<file path="src/include/iid_pkg.sv">
// package: register map, field layout, codes and carrier structs for the level controller
package iid_pkg;
	// ==========================================================
	// register map (byte addresses)
	localparam int          IID_AW          = 8;
	localparam logic [7:0]  IID_CTRL        = 8'h00;
	localparam logic [7:0]  IID_ENABLE      = 8'h04;
	localparam logic [7:0]  IID_REQUEST     = 8'h08;
	localparam logic [7:0]  IID_CAUSE       = 8'h0c;
	localparam logic [7:0]  IID_PREV        = 8'h10;
	localparam logic [7:0]  IID_PSTATUS     = 8'h14;
	localparam logic [7:0]  IID_ZFLAGS      = 8'h18;
	localparam logic [7:0]  IID_EXEC        = 8'h1c;
	localparam logic [7:0]  IID_ACC         = 8'h20;
	localparam logic [7:0]  IID_LEVEL       = 8'h24;
	localparam logic [7:0]  IID_SPC_BASE    = 8'h40;
	localparam logic [7:0]  IID_SPC_LAST    = 8'h7c;
	// ==========================================================
	// fields
	localparam int          IID_CTRL_ION    = 0;
	localparam int          IID_PS_PCINC    = 15;
	localparam int          IID_CAUSE_LOCK  = 8;
	localparam logic [3:0]  IID_INT_LEVEL   = 4'he;
	localparam int          IID_INT_BIT     = 14;
	// ==========================================================
	// cause codes
	localparam logic [3:0]  IID_C_NONE      = 4'h0;
	localparam logic [3:0]  IID_C_MONCALL   = 4'h1;
	localparam logic [3:0]  IID_C_PROT      = 4'h2;
	localparam logic [3:0]  IID_C_PAGE      = 4'h3;
	localparam logic [3:0]  IID_C_ZERR      = 4'h5;
	localparam logic [3:0]  IID_C_POWER     = 4'h8;
	// ==========================================================
	// returned read instruction: opcode [15:7], level [6:3], register [2:0]
	localparam logic [8:0]  IID_IRR_OPCODE  = 9'h1e0;
	localparam logic [2:0]  IID_REG_PC      = 3'h2;
	// ==========================================================
	// reset values and bus response codes
	localparam logic [15:0] IID_RST16       = 16'h0000;
	localparam logic [3:0]  IID_RST_LEVEL   = 4'h0;
	localparam logic [1:0]  IID_OKAY        = 2'h0;
	localparam logic [1:0]  IID_SLVERR      = 2'h2;

	typedef struct packed {
		logic             awvalid;
		logic [IID_AW-1:0] awaddr;
		logic             wvalid;
		logic [31:0]      wdata;
		logic [3:0]       wstrb;
		logic             bready;
		logic             arvalid;
		logic [IID_AW-1:0] araddr;
		logic             rready;
	} iid_axi_in_t;

	typedef struct packed {
		logic        awready;
		logic        wready;
		logic        bvalid;
		logic [1:0]  bresp;
		logic        arready;
		logic        rvalid;
		logic [31:0] rdata;
		logic [1:0]  rresp;
	} iid_axi_out_t;

	typedef struct packed {
		logic [15:0] pc;
		logic        int_event;
		logic [3:0]  int_code;
		logic        fetch_phase;
		logic        give_up;
		logic        z_set;
		logic [15:0] ext_req;
	} iid_cpu_in_t;

	typedef struct packed {
		logic [3:0]  current_level;
		logic [15:0] resume_pc;
		logic        level_switch;
		logic        int_taken;
	} iid_cpu_out_t;
endpackage

</file>
<file path="src/logic/iid_ctrl.sv">
// program level scheduler with internal interrupt identification, AXI4-Lite registers
//
// Summary of operation
// - internal interrupt forces level fourteen
// - latch cause code, lock against overwrite
// - reading cause returns code and unlocks
// - cause codes: call, protection, page, power
// - set error flag re-raises interrupt on re-entry
// - software raises level via enable and request
// - give-up saves counter after give-up instruction
// - previous level register keeps last level
// - previous level reads as read instruction
// - executing it returns offending saved counter
// - fetch violation leaves counter unincremented
// - paging status bit 15 shows increment
// - give-up clears own level request bit
// - internal interrupts need enable bit fourteen
// - reset clears request, enable and level
//
// Chosen here: the AXI4-Lite interface to the registers and the address map.
module iid_ctrl
(
	input  wire logic          clk,
	input  wire logic          rstn,
	input  iid_pkg::iid_axi_in_t  axi_in,
	output iid_pkg::iid_axi_out_t axi_out,
	input  iid_pkg::iid_cpu_in_t  cpu_in,
	output iid_pkg::iid_cpu_out_t cpu_out
);
	import iid_pkg::*;

	// ==========================================================
	// state
	typedef struct packed {
		logic               awready;
		logic               wready;
		logic               aw_have;
		logic [IID_AW-1:0]  aw_addr;
		logic               w_have;
		logic [31:0]        w_data;
		logic [3:0]         w_strb;
		logic               bvalid;
		logic [1:0]         bresp;
		logic               arready;
		logic               rvalid;
		logic [31:0]        rdata;
		logic [1:0]         rresp;
		logic               ion;
		logic [15:0]        enable;
		logic [15:0]        request;
		logic [15:0]        zflag;
		logic [3:0]         level;
		logic [3:0]         prev;
		logic [3:0]         cause;
		logic               locked;
		logic               pc_inc;
		logic [15:0]        acc;
		logic               skip_save;
		logic [15:0][15:0]  spc;
		logic [15:0]        resume_pc;
		logic               level_switch;
		logic               int_taken;
	} iid_state_t;

	iid_state_t r;
	iid_state_t next_r;

	// ==========================================================
	// helpers
	function automatic logic [3:0] top_level(input logic [15:0] v);
		logic [3:0] t;
		t = IID_RST_LEVEL;
		for (int i = 0; i < 16; i++)
		begin
			if (v[i])
				t = 4'(i);
		end
		return t;
	endfunction

	function automatic logic [15:0] merge16(input logic [15:0] old, input logic [31:0] d,
		input logic [3:0] s);
		logic [15:0] m;
		m = old;
		if (s[0])
			m[7:0] = d[7:0];
		if (s[1])
			m[15:8] = d[15:8];
		return m;
	endfunction

	function automatic logic is_spc(input logic [IID_AW-1:0] a);
		return (a >= IID_SPC_BASE) && (a <= IID_SPC_LAST) && (a[1:0] == 2'h0);
	endfunction

	function automatic logic [3:0] spc_index(input logic [IID_AW-1:0] a);
		return a[5:2];
	endfunction

	// a give-up or a late violation resumes past the current instruction
	function automatic logic [15:0] pc_after(input logic [15:0] p);
		return p + 16'h0001;
	endfunction

	// only the saved counter is held here, other register selects read as zero
	function automatic logic [15:0] exec_value(input logic [15:0][15:0] spc,
		input logic [15:0] ins, input logic [15:0] acc);
		logic [15:0] v;
		v = acc;
		if (ins[15:7] == IID_IRR_OPCODE)
		begin
			if (ins[2:0] == IID_REG_PC)
				v = spc[ins[6:3]];
			else
				v = IID_RST16;
		end
		return v;
	endfunction

	function automatic logic mapped(input logic [IID_AW-1:0] a);
		logic m;
		case (a)
			IID_CTRL,
			IID_ENABLE,
			IID_REQUEST,
			IID_CAUSE,
			IID_PREV,
			IID_PSTATUS,
			IID_ZFLAGS,
			IID_EXEC,
			IID_ACC,
			IID_LEVEL:
				m = 1'b1;
			default:
				m = is_spc(a);
		endcase
		return m;
	endfunction

	// ==========================================================
	// next state
	always_comb
	begin
		logic [IID_AW-1:0] ra;
		logic [31:0]       rd;
		logic [3:0]        idx;
		logic [3:0]        tgt;
		logic              z_reentry;
		logic              take;
		logic [3:0]        code;

		next_r = r;
		next_r.level_switch = 1'b0;
		next_r.int_taken = 1'b0;
		// the give-up mark lives one cycle, so a later switch still saves
		next_r.skip_save = 1'b0;
		ra = axi_in.araddr;
		rd = 32'h0000_0000;
		idx = 4'h0;
		tgt = IID_RST_LEVEL;
		code = IID_C_NONE;

		// ==========================================================
		// write channel: address and data taken in either order
		if (r.awready && axi_in.awvalid)
		begin
			next_r.aw_have = 1'b1;
			next_r.aw_addr = axi_in.awaddr;
		end
		if (r.wready && axi_in.wvalid)
		begin
			next_r.w_have = 1'b1;
			next_r.w_data = axi_in.wdata;
			next_r.w_strb = axi_in.wstrb;
		end
		if (r.bvalid && axi_in.bready)
			next_r.bvalid = 1'b0;

		// ==========================================================
		// write apply: both halves held and no answer pending
		if (r.aw_have && r.w_have && !r.bvalid)
		begin
			next_r.aw_have = 1'b0;
			next_r.w_have = 1'b0;
			next_r.bvalid = 1'b1;
			next_r.bresp = mapped(r.aw_addr) ? IID_OKAY : IID_SLVERR;
			idx = spc_index(r.aw_addr);
			case (r.aw_addr)
				IID_CTRL:
					if (r.w_strb[0])
						next_r.ion = r.w_data[IID_CTRL_ION];
				IID_ENABLE:
					next_r.enable = merge16(r.enable, r.w_data, r.w_strb);
				IID_REQUEST:
					next_r.request = merge16(r.request, r.w_data, r.w_strb);
				IID_ZFLAGS:
					// write one to clear; a flag raised in the same cycle still wins below
					next_r.zflag = r.zflag & ~merge16(16'h0000, r.w_data, r.w_strb);
				IID_EXEC:
					next_r.acc = exec_value(r.spc, r.w_data[15:0], r.acc);
				default:
					if (is_spc(r.aw_addr))
						next_r.spc[idx] = merge16(r.spc[idx], r.w_data, r.w_strb);
			endcase
		end

		// ==========================================================
		// read channel
		if (r.rvalid && axi_in.rready)
			next_r.rvalid = 1'b0;
		if (r.arready && axi_in.arvalid)
		begin
			case (ra)
				IID_CTRL:
					rd[IID_CTRL_ION] = r.ion;
				IID_ENABLE:
					rd[15:0] = r.enable;
				IID_REQUEST:
					rd[15:0] = r.request;
				IID_CAUSE:
				begin
					rd[3:0] = r.cause;
					rd[IID_CAUSE_LOCK] = r.locked;
					next_r.locked = 1'b0;
				end
				IID_PREV:
					rd[15:0] = {IID_IRR_OPCODE, r.prev, IID_REG_PC};
				IID_PSTATUS:
					rd[IID_PS_PCINC] = r.pc_inc;
				IID_ZFLAGS:
					rd[15:0] = r.zflag;
				IID_ACC:
					rd[15:0] = r.acc;
				IID_LEVEL:
					rd[3:0] = r.level;
				default:
					if (is_spc(ra))
						rd[15:0] = r.spc[spc_index(ra)];
			endcase
			next_r.rvalid = 1'b1;
			next_r.rdata = rd;
			next_r.rresp = mapped(ra) ? IID_OKAY : IID_SLVERR;
		end

		// ==========================================================
		// processor events; hardware sets win over software clears
		next_r.request = next_r.request | cpu_in.ext_req;
		if (cpu_in.z_set)
			next_r.zflag[r.level] = 1'b1;
		if (cpu_in.give_up)
		begin
			next_r.request[r.level] = 1'b0;
			next_r.spc[r.level] = pc_after(cpu_in.pc);
			next_r.skip_save = 1'b1;
		end

		// a flag left set re-raises as soon as its level runs again
		z_reentry = r.level_switch && r.zflag[r.level]
			&& (r.level != IID_INT_LEVEL);
		take = r.ion && r.enable[IID_INT_BIT]
			&& (cpu_in.int_event || z_reentry);
		// a reported event outranks the re-entry re-raise
		code = cpu_in.int_event ? cpu_in.int_code : IID_C_ZERR;

		// ==========================================================
		// level selection
		if (take)
		begin
			// set wins: a cause read in this cycle has already unlocked
			if (!next_r.locked)
			begin
				next_r.cause = code;
				next_r.locked = 1'b1;
			end
			if (cpu_in.int_event && cpu_in.fetch_phase)
			begin
				next_r.spc[r.level] = cpu_in.pc;
				next_r.pc_inc = 1'b0;
			end
			else
			begin
				next_r.spc[r.level] = pc_after(cpu_in.pc);
				next_r.pc_inc = 1'b1;
			end
			next_r.prev = r.level;
			next_r.level = IID_INT_LEVEL;
			next_r.request[IID_INT_BIT] = 1'b1;
			next_r.resume_pc = r.spc[IID_INT_LEVEL];
			next_r.level_switch = 1'b1;
			next_r.int_taken = 1'b1;
			next_r.skip_save = 1'b0;
		end
		else if (r.ion)
		begin
			tgt = top_level(r.enable & r.request);
			if (tgt != r.level)
			begin
				// a give-up already stored the counter past the give-up instruction
				if (!r.skip_save && !cpu_in.give_up)
					next_r.spc[r.level] = cpu_in.pc;
				next_r.prev = r.level;
				next_r.level = tgt;
				next_r.resume_pc = r.spc[tgt];
				next_r.level_switch = 1'b1;
				next_r.skip_save = 1'b0;
			end
		end

		// ==========================================================
		// readies drop while an answer waits, so one transfer of each kind is open
		next_r.awready = !next_r.aw_have && !next_r.bvalid;
		next_r.wready = !next_r.w_have && !next_r.bvalid;
		next_r.arready = !next_r.rvalid;
	end

	// ==========================================================
	// registers
	always_ff @(posedge clk or negedge rstn)
	begin
		if (!rstn)
		begin
			// readies start high so the first request after release is taken at once
			r <= '0;
			r.awready <= 1'b1;
			r.wready <= 1'b1;
			r.arready <= 1'b1;
		end
		else
			r <= next_r;
	end

	// ==========================================================
	// outputs, all straight from flops
	assign axi_out.awready = r.awready;
	assign axi_out.wready = r.wready;
	assign axi_out.bvalid = r.bvalid;
	assign axi_out.bresp = r.bresp;
	assign axi_out.arready = r.arready;
	assign axi_out.rvalid = r.rvalid;
	assign axi_out.rdata = r.rdata;
	assign axi_out.rresp = r.rresp;
	assign cpu_out.current_level = r.level;
	assign cpu_out.resume_pc = r.resume_pc;
	assign cpu_out.level_switch = r.level_switch;
	assign cpu_out.int_taken = r.int_taken;
endmodule

</file>
<file path="config.mk">
export PLATFORM = sky130hd
export DESIGN_NAME = iid_ctrl
export DESIGN_NICKNAME = d
export VERILOG_FILES = /design/src/include/iid_pkg.sv /design/src/logic/iid_ctrl.sv
export SDC_FILE = /design/constraint.sdc
export NUM_CORES = 2
export LEC_CHECK = 0
export BUFFER_PORTS_ARGS = -buffer_cell sky130_fd_sc_hd__clkbuf_2
export CORE_MARGIN = 8
export CORE_UTILIZATION = 68
export CTS_BUF_LIST = sky130_fd_sc_hd__clkbuf_16
export DETAILED_ROUTE_END_ITERATION = 7
export PLACE_DENSITY = 0.84
export SLEW_MARGIN = 20
export SYNTH_ARGS = -nofsm -noshare
export SYNTH_HDL_FRONTEND = slang
export SYNTH_SLANG_ARGS = --single-unit
</file>
<file path="constraint.sdc">
create_clock -name clk -period 8.41 [get_ports clk]
set_clock_uncertainty 0.05 [all_clocks]
set_input_delay 1.2615 -clock clk [delete_from_list [all_inputs] [get_ports clk]]
set_output_delay 1.2615 -clock clk [all_outputs]
set_load 0.005 [all_outputs]
</file>
==> results.py <==
metrics = {
    "sta": {
        "worst_pin_slew_ns": 1.36,
        "slew_violations": 0,
        "finalSetupTns_ns": 0,
        "hold_viol_final": 0,
        "min_period_ns": 5.15,
        "setup_viol": 0,
        "timing.fmax_mhz": 194,
        "maxSlewHeadroom_pct": 9.23,
        "rsz0062_at_grt": "false",
        "fin_crit_sh_pct": 61.2,
    },
    "setup_path": {
        "slowest_stage": "dfrtp_1",
        "crit_path_end_kind": "flop",
        "worst-path-buf-inv": 2,
        "critPathKind": "flop to flop",
        "critPathMaxFanout": 24,
        "reg2reg_from": "cpu_out[18]",
        "critical_path_required_ns": 8.80,
        "startpoint_type": "flop",
        "reg2reg_slack_ns": 3.26,
        "critical_path.cell_chain": "mux4_2 > a32o_1 > a311oi_4 > or2_1 > buf_4 > nand2_4 > nor2_1 > nor2_1 > buf_4 > a2bb2oi_1",
        "cp_slowest_stage_delay_ns": 0.90,
        "startpoint": "cpu_out[18]",
        "path_delay_family": "simple AND/OR/NAND/NOR gates",
        "cp.arrival_ns": 5.54,
    },
    "power_and_ir_drop": {
        "internal_power_mw": 6.97,
        "seqPwrFrac_pct": 30.6,
        "power_frac_comb_pct": 55.0,
        "p_clk_share_pct": 14.4,
        "powerDensity_nw_per_um2": 435,
        "sw_frac_of_total_pct": 48.5,
        "peakVddDrop_mv": 0.562,
        "switching_power_mw": 6.57,
        "p_leak_nw": 12.0,
    },
    "clocking": {
        "post_cts_buffers": 0,
        "cts_sinks": 405,
        "clk_latency_ns": 0.63,
        "clkSlewWorstSetupHoldPaths_ns": 0.06,
        "cts_buffers": 46,
        "cts-root-buf": "clkbuf_16",
        "cts_tree": "yes",
        "ctsResizeCount": 0,
        "clock_path_buffers": 3,
        "cts_htree_levels": 2,
        "holdBufCountCts": 0,
    },
    "route": {
        "wirelength_um": 137000,
        "drt-initial-drc-count": 6500,
        "drcViolationCount": 23,
        "postRouteAntennaNets": 0,
        "first_pass_iters": 8,
        "avgViaCountPerCell": 8.61,
        "detail_route.wl_per_cell_um": 39.4,
        "num_vias": 30000,
    },
    "synthesis": {
        "synth_compound_area_share_pct": 23.6,
        "synthArstFlopShare_pct": 100,
        "yosys_most_used_dff": "dfrtp_1",
        "synth_mux_area_share_pct": 23.5,
        "synth_top_family_by_area": "compound AO/OA/AOI/OAI gates",
        "synthDistinctLibCells": 96,
        "ys_warn_count": 0,
        "synth_xor_area_share_pct": 0.670,
        "synth.ff_latch_count": 405,
        "synthAdderAreaFrac_pct": 0.0432,
        "seq_area_frac_synth_pct": 35.0,
        "syn_inst": 2936,
        "synth_simple_gate_area_share_pct": 11.3,
        "netlist_area_um2": 28900,
        "synth-edff-count": 0,
        "synth_area_per_cell_um2": 9.86,
    },
    "final_layout": {
        "final_area_um2": 31100,
        "final_nets": 2994,
        "final_layout_size_suffix_gt1_share_pct": 22.1,
        "syn_to_final_growth_pct": 7.59,
        "finish.utilization_pct": 74.2,
        "final_cell_mix": "dfrtp_1, nor2_1, nand2_1, a21oi_1, mux4_2",
        "layout_commonest_cell": "dfrtp_1",
    },
    "global_routing": {
        "grt_pass1_wl_um": 196000,
        "grt_pass1_vias": 28600,
        "antenna_found_initial": 11,
        "overflow": 0,
        "track_usage_pct": 54.6,
        "grt_max_degree": 168,
    },
    "outcome": {
        "status": "complete, but fails checks",
        "violations": "design-rule violations",
    },
    "floorplan": {
        "pin_count": 162,
        "start_util_pct": 69.0,
        "dieHeight_um": 222,
        "die_width_um": 222,
        "fp-row-count": 75,
        "die_area_um2": 49400,
        "core_area_um2": 41900,
    },
    "worst_hold_path": {
        "min_from": "r[429]",
        "hold_path.class": "flop to flop",
    },
    "run": {
        "cap_violations": 0,
    },
    "place": {
        "numPortBuffers": 125,
        "place_congestion": 1.07,
        "hpwlAfterDp_um": 84900,
        "dpl-instance-area_um2": 29600,
    },
}
==> area by class of cell <==
cell class,instances,area [µm²]
Multi-Input combinational cell,2187,17400
Fill cell,2916,10800
Sequential cell,405,10200
Timing Repair Buffer,219,1360
Clock buffer,47,1180
Tap cell,539,674
Clock inverter,37,224
Inverter,35,134
Antenna cell,13,32.5
==> stage by stage <==
step / instances / setup WS [ns] / total power, mW / hold WS (ns)
finish: 3482 / 3.26 / 13.5 / 0.427
global placement: 3385 / 3.64 / 10.6 / 0.359
CTS: 3469 / 3.60 / 12.9 / 0.416
detailed placement: 3385 / 3.61 / 10.9 / 0.394
floorplan: 2953 / 4.81 / 8.46 / 0.340
global route: 3470 / 3.34 / 13.8 / 0.440
==> flip-flops by register name (all words and copies together) (netlist names) <==
signal and cells:
r 360, axi_out 23, cpu_out 22
==> cells in the mapped netlist (all sizes together) (6+ instances only) <==
master | number | share of area (%)
o211ai | 36 | 0.93
a31oi | 20 | 0.60
mux2 | 63 | 2.5
o21a | 18 | 0.48
o32ai | 34 | 1.0
buf | 140 | 2.9
a211oi | 32 | 0.85
a221o | 15 | 0.52
o22ai | 169 | 3.7
nor4 | 6 | 0.13
a2111oi | 14 | 0.42
xnor2 | 16 | 0.55
clkbuf | 186 | 2.4
o221ai | 11 | 0.33
a41oi | 16 | 0.48
nand2 | 261 | 3.4
o22a | 22 | 0.67
mux2i | 103 | 3.6
a22o | 51 | 1.5
nand2b | 21 | 0.45
a22oi | 53 | 1.4
a21oi | 250 | 4.3
mux4 | 225 | 18
a32oi | 6 | 0.18
and3 | 25 | 0.54
a311oi | 7 | 0.27
nor2 | 267 | 3.5
nor2b | 30 | 0.65
nand4 | 8 | 0.19
inv | 35 | 0.46
a222oi | 11 | 0.38
nand3 | 52 | 0.90
o21ai | 178 | 3.1
and2 | 26 | 0.56
a2bb2oi | 33 | 1.0
nor3 | 26 | 0.45
dfrtp | 402 | 35
==> final timing paths <==
check / to / depth (start not counted)
max: r[184] / 10
min: axi_out[39] / 1
max reg2reg: r[184] / 10
min reg2reg: axi_out[39] / 1
max in group asynchronous: r[433] / 2
min in group asynchronous: r[25] / 1
==> power by group through the flow <==
stage	clock network (mW)	registers, mW	logic, mW
global placement	0	3.94	6.68
floorplan	0	3.38	5.08
CTS	1.92	4.00	6.94
global route	2.01	4.17	7.59
detailed placement	0	4.03	6.89
finish	1.95	4.14	7.45
==> metal layers <==
metal,vias up,global-route usage (%),part of all wire [%]
met2,3435,72.7,39
met1,14200,61.7,30
met4,12,40.7,11
met5,-,3.12,0.20
li1,11200,-,-
met3,1135,35.3,19
==> cells by family after synthesis <==
| kind of cell | count (synthesis) |
|---|---|
| muxes | 391 |
| DFF | 405 |
| and+or+nand+nor | 742 |
| adders and majority gates | 1 |
| other | 1 |
| xor gates and xnor gates | 20 |
| buffers and inverters | 361 |
| AOI/OAI and AO/OA | 1015 |
Note: power is estimated with default switching activity, not from simulation.
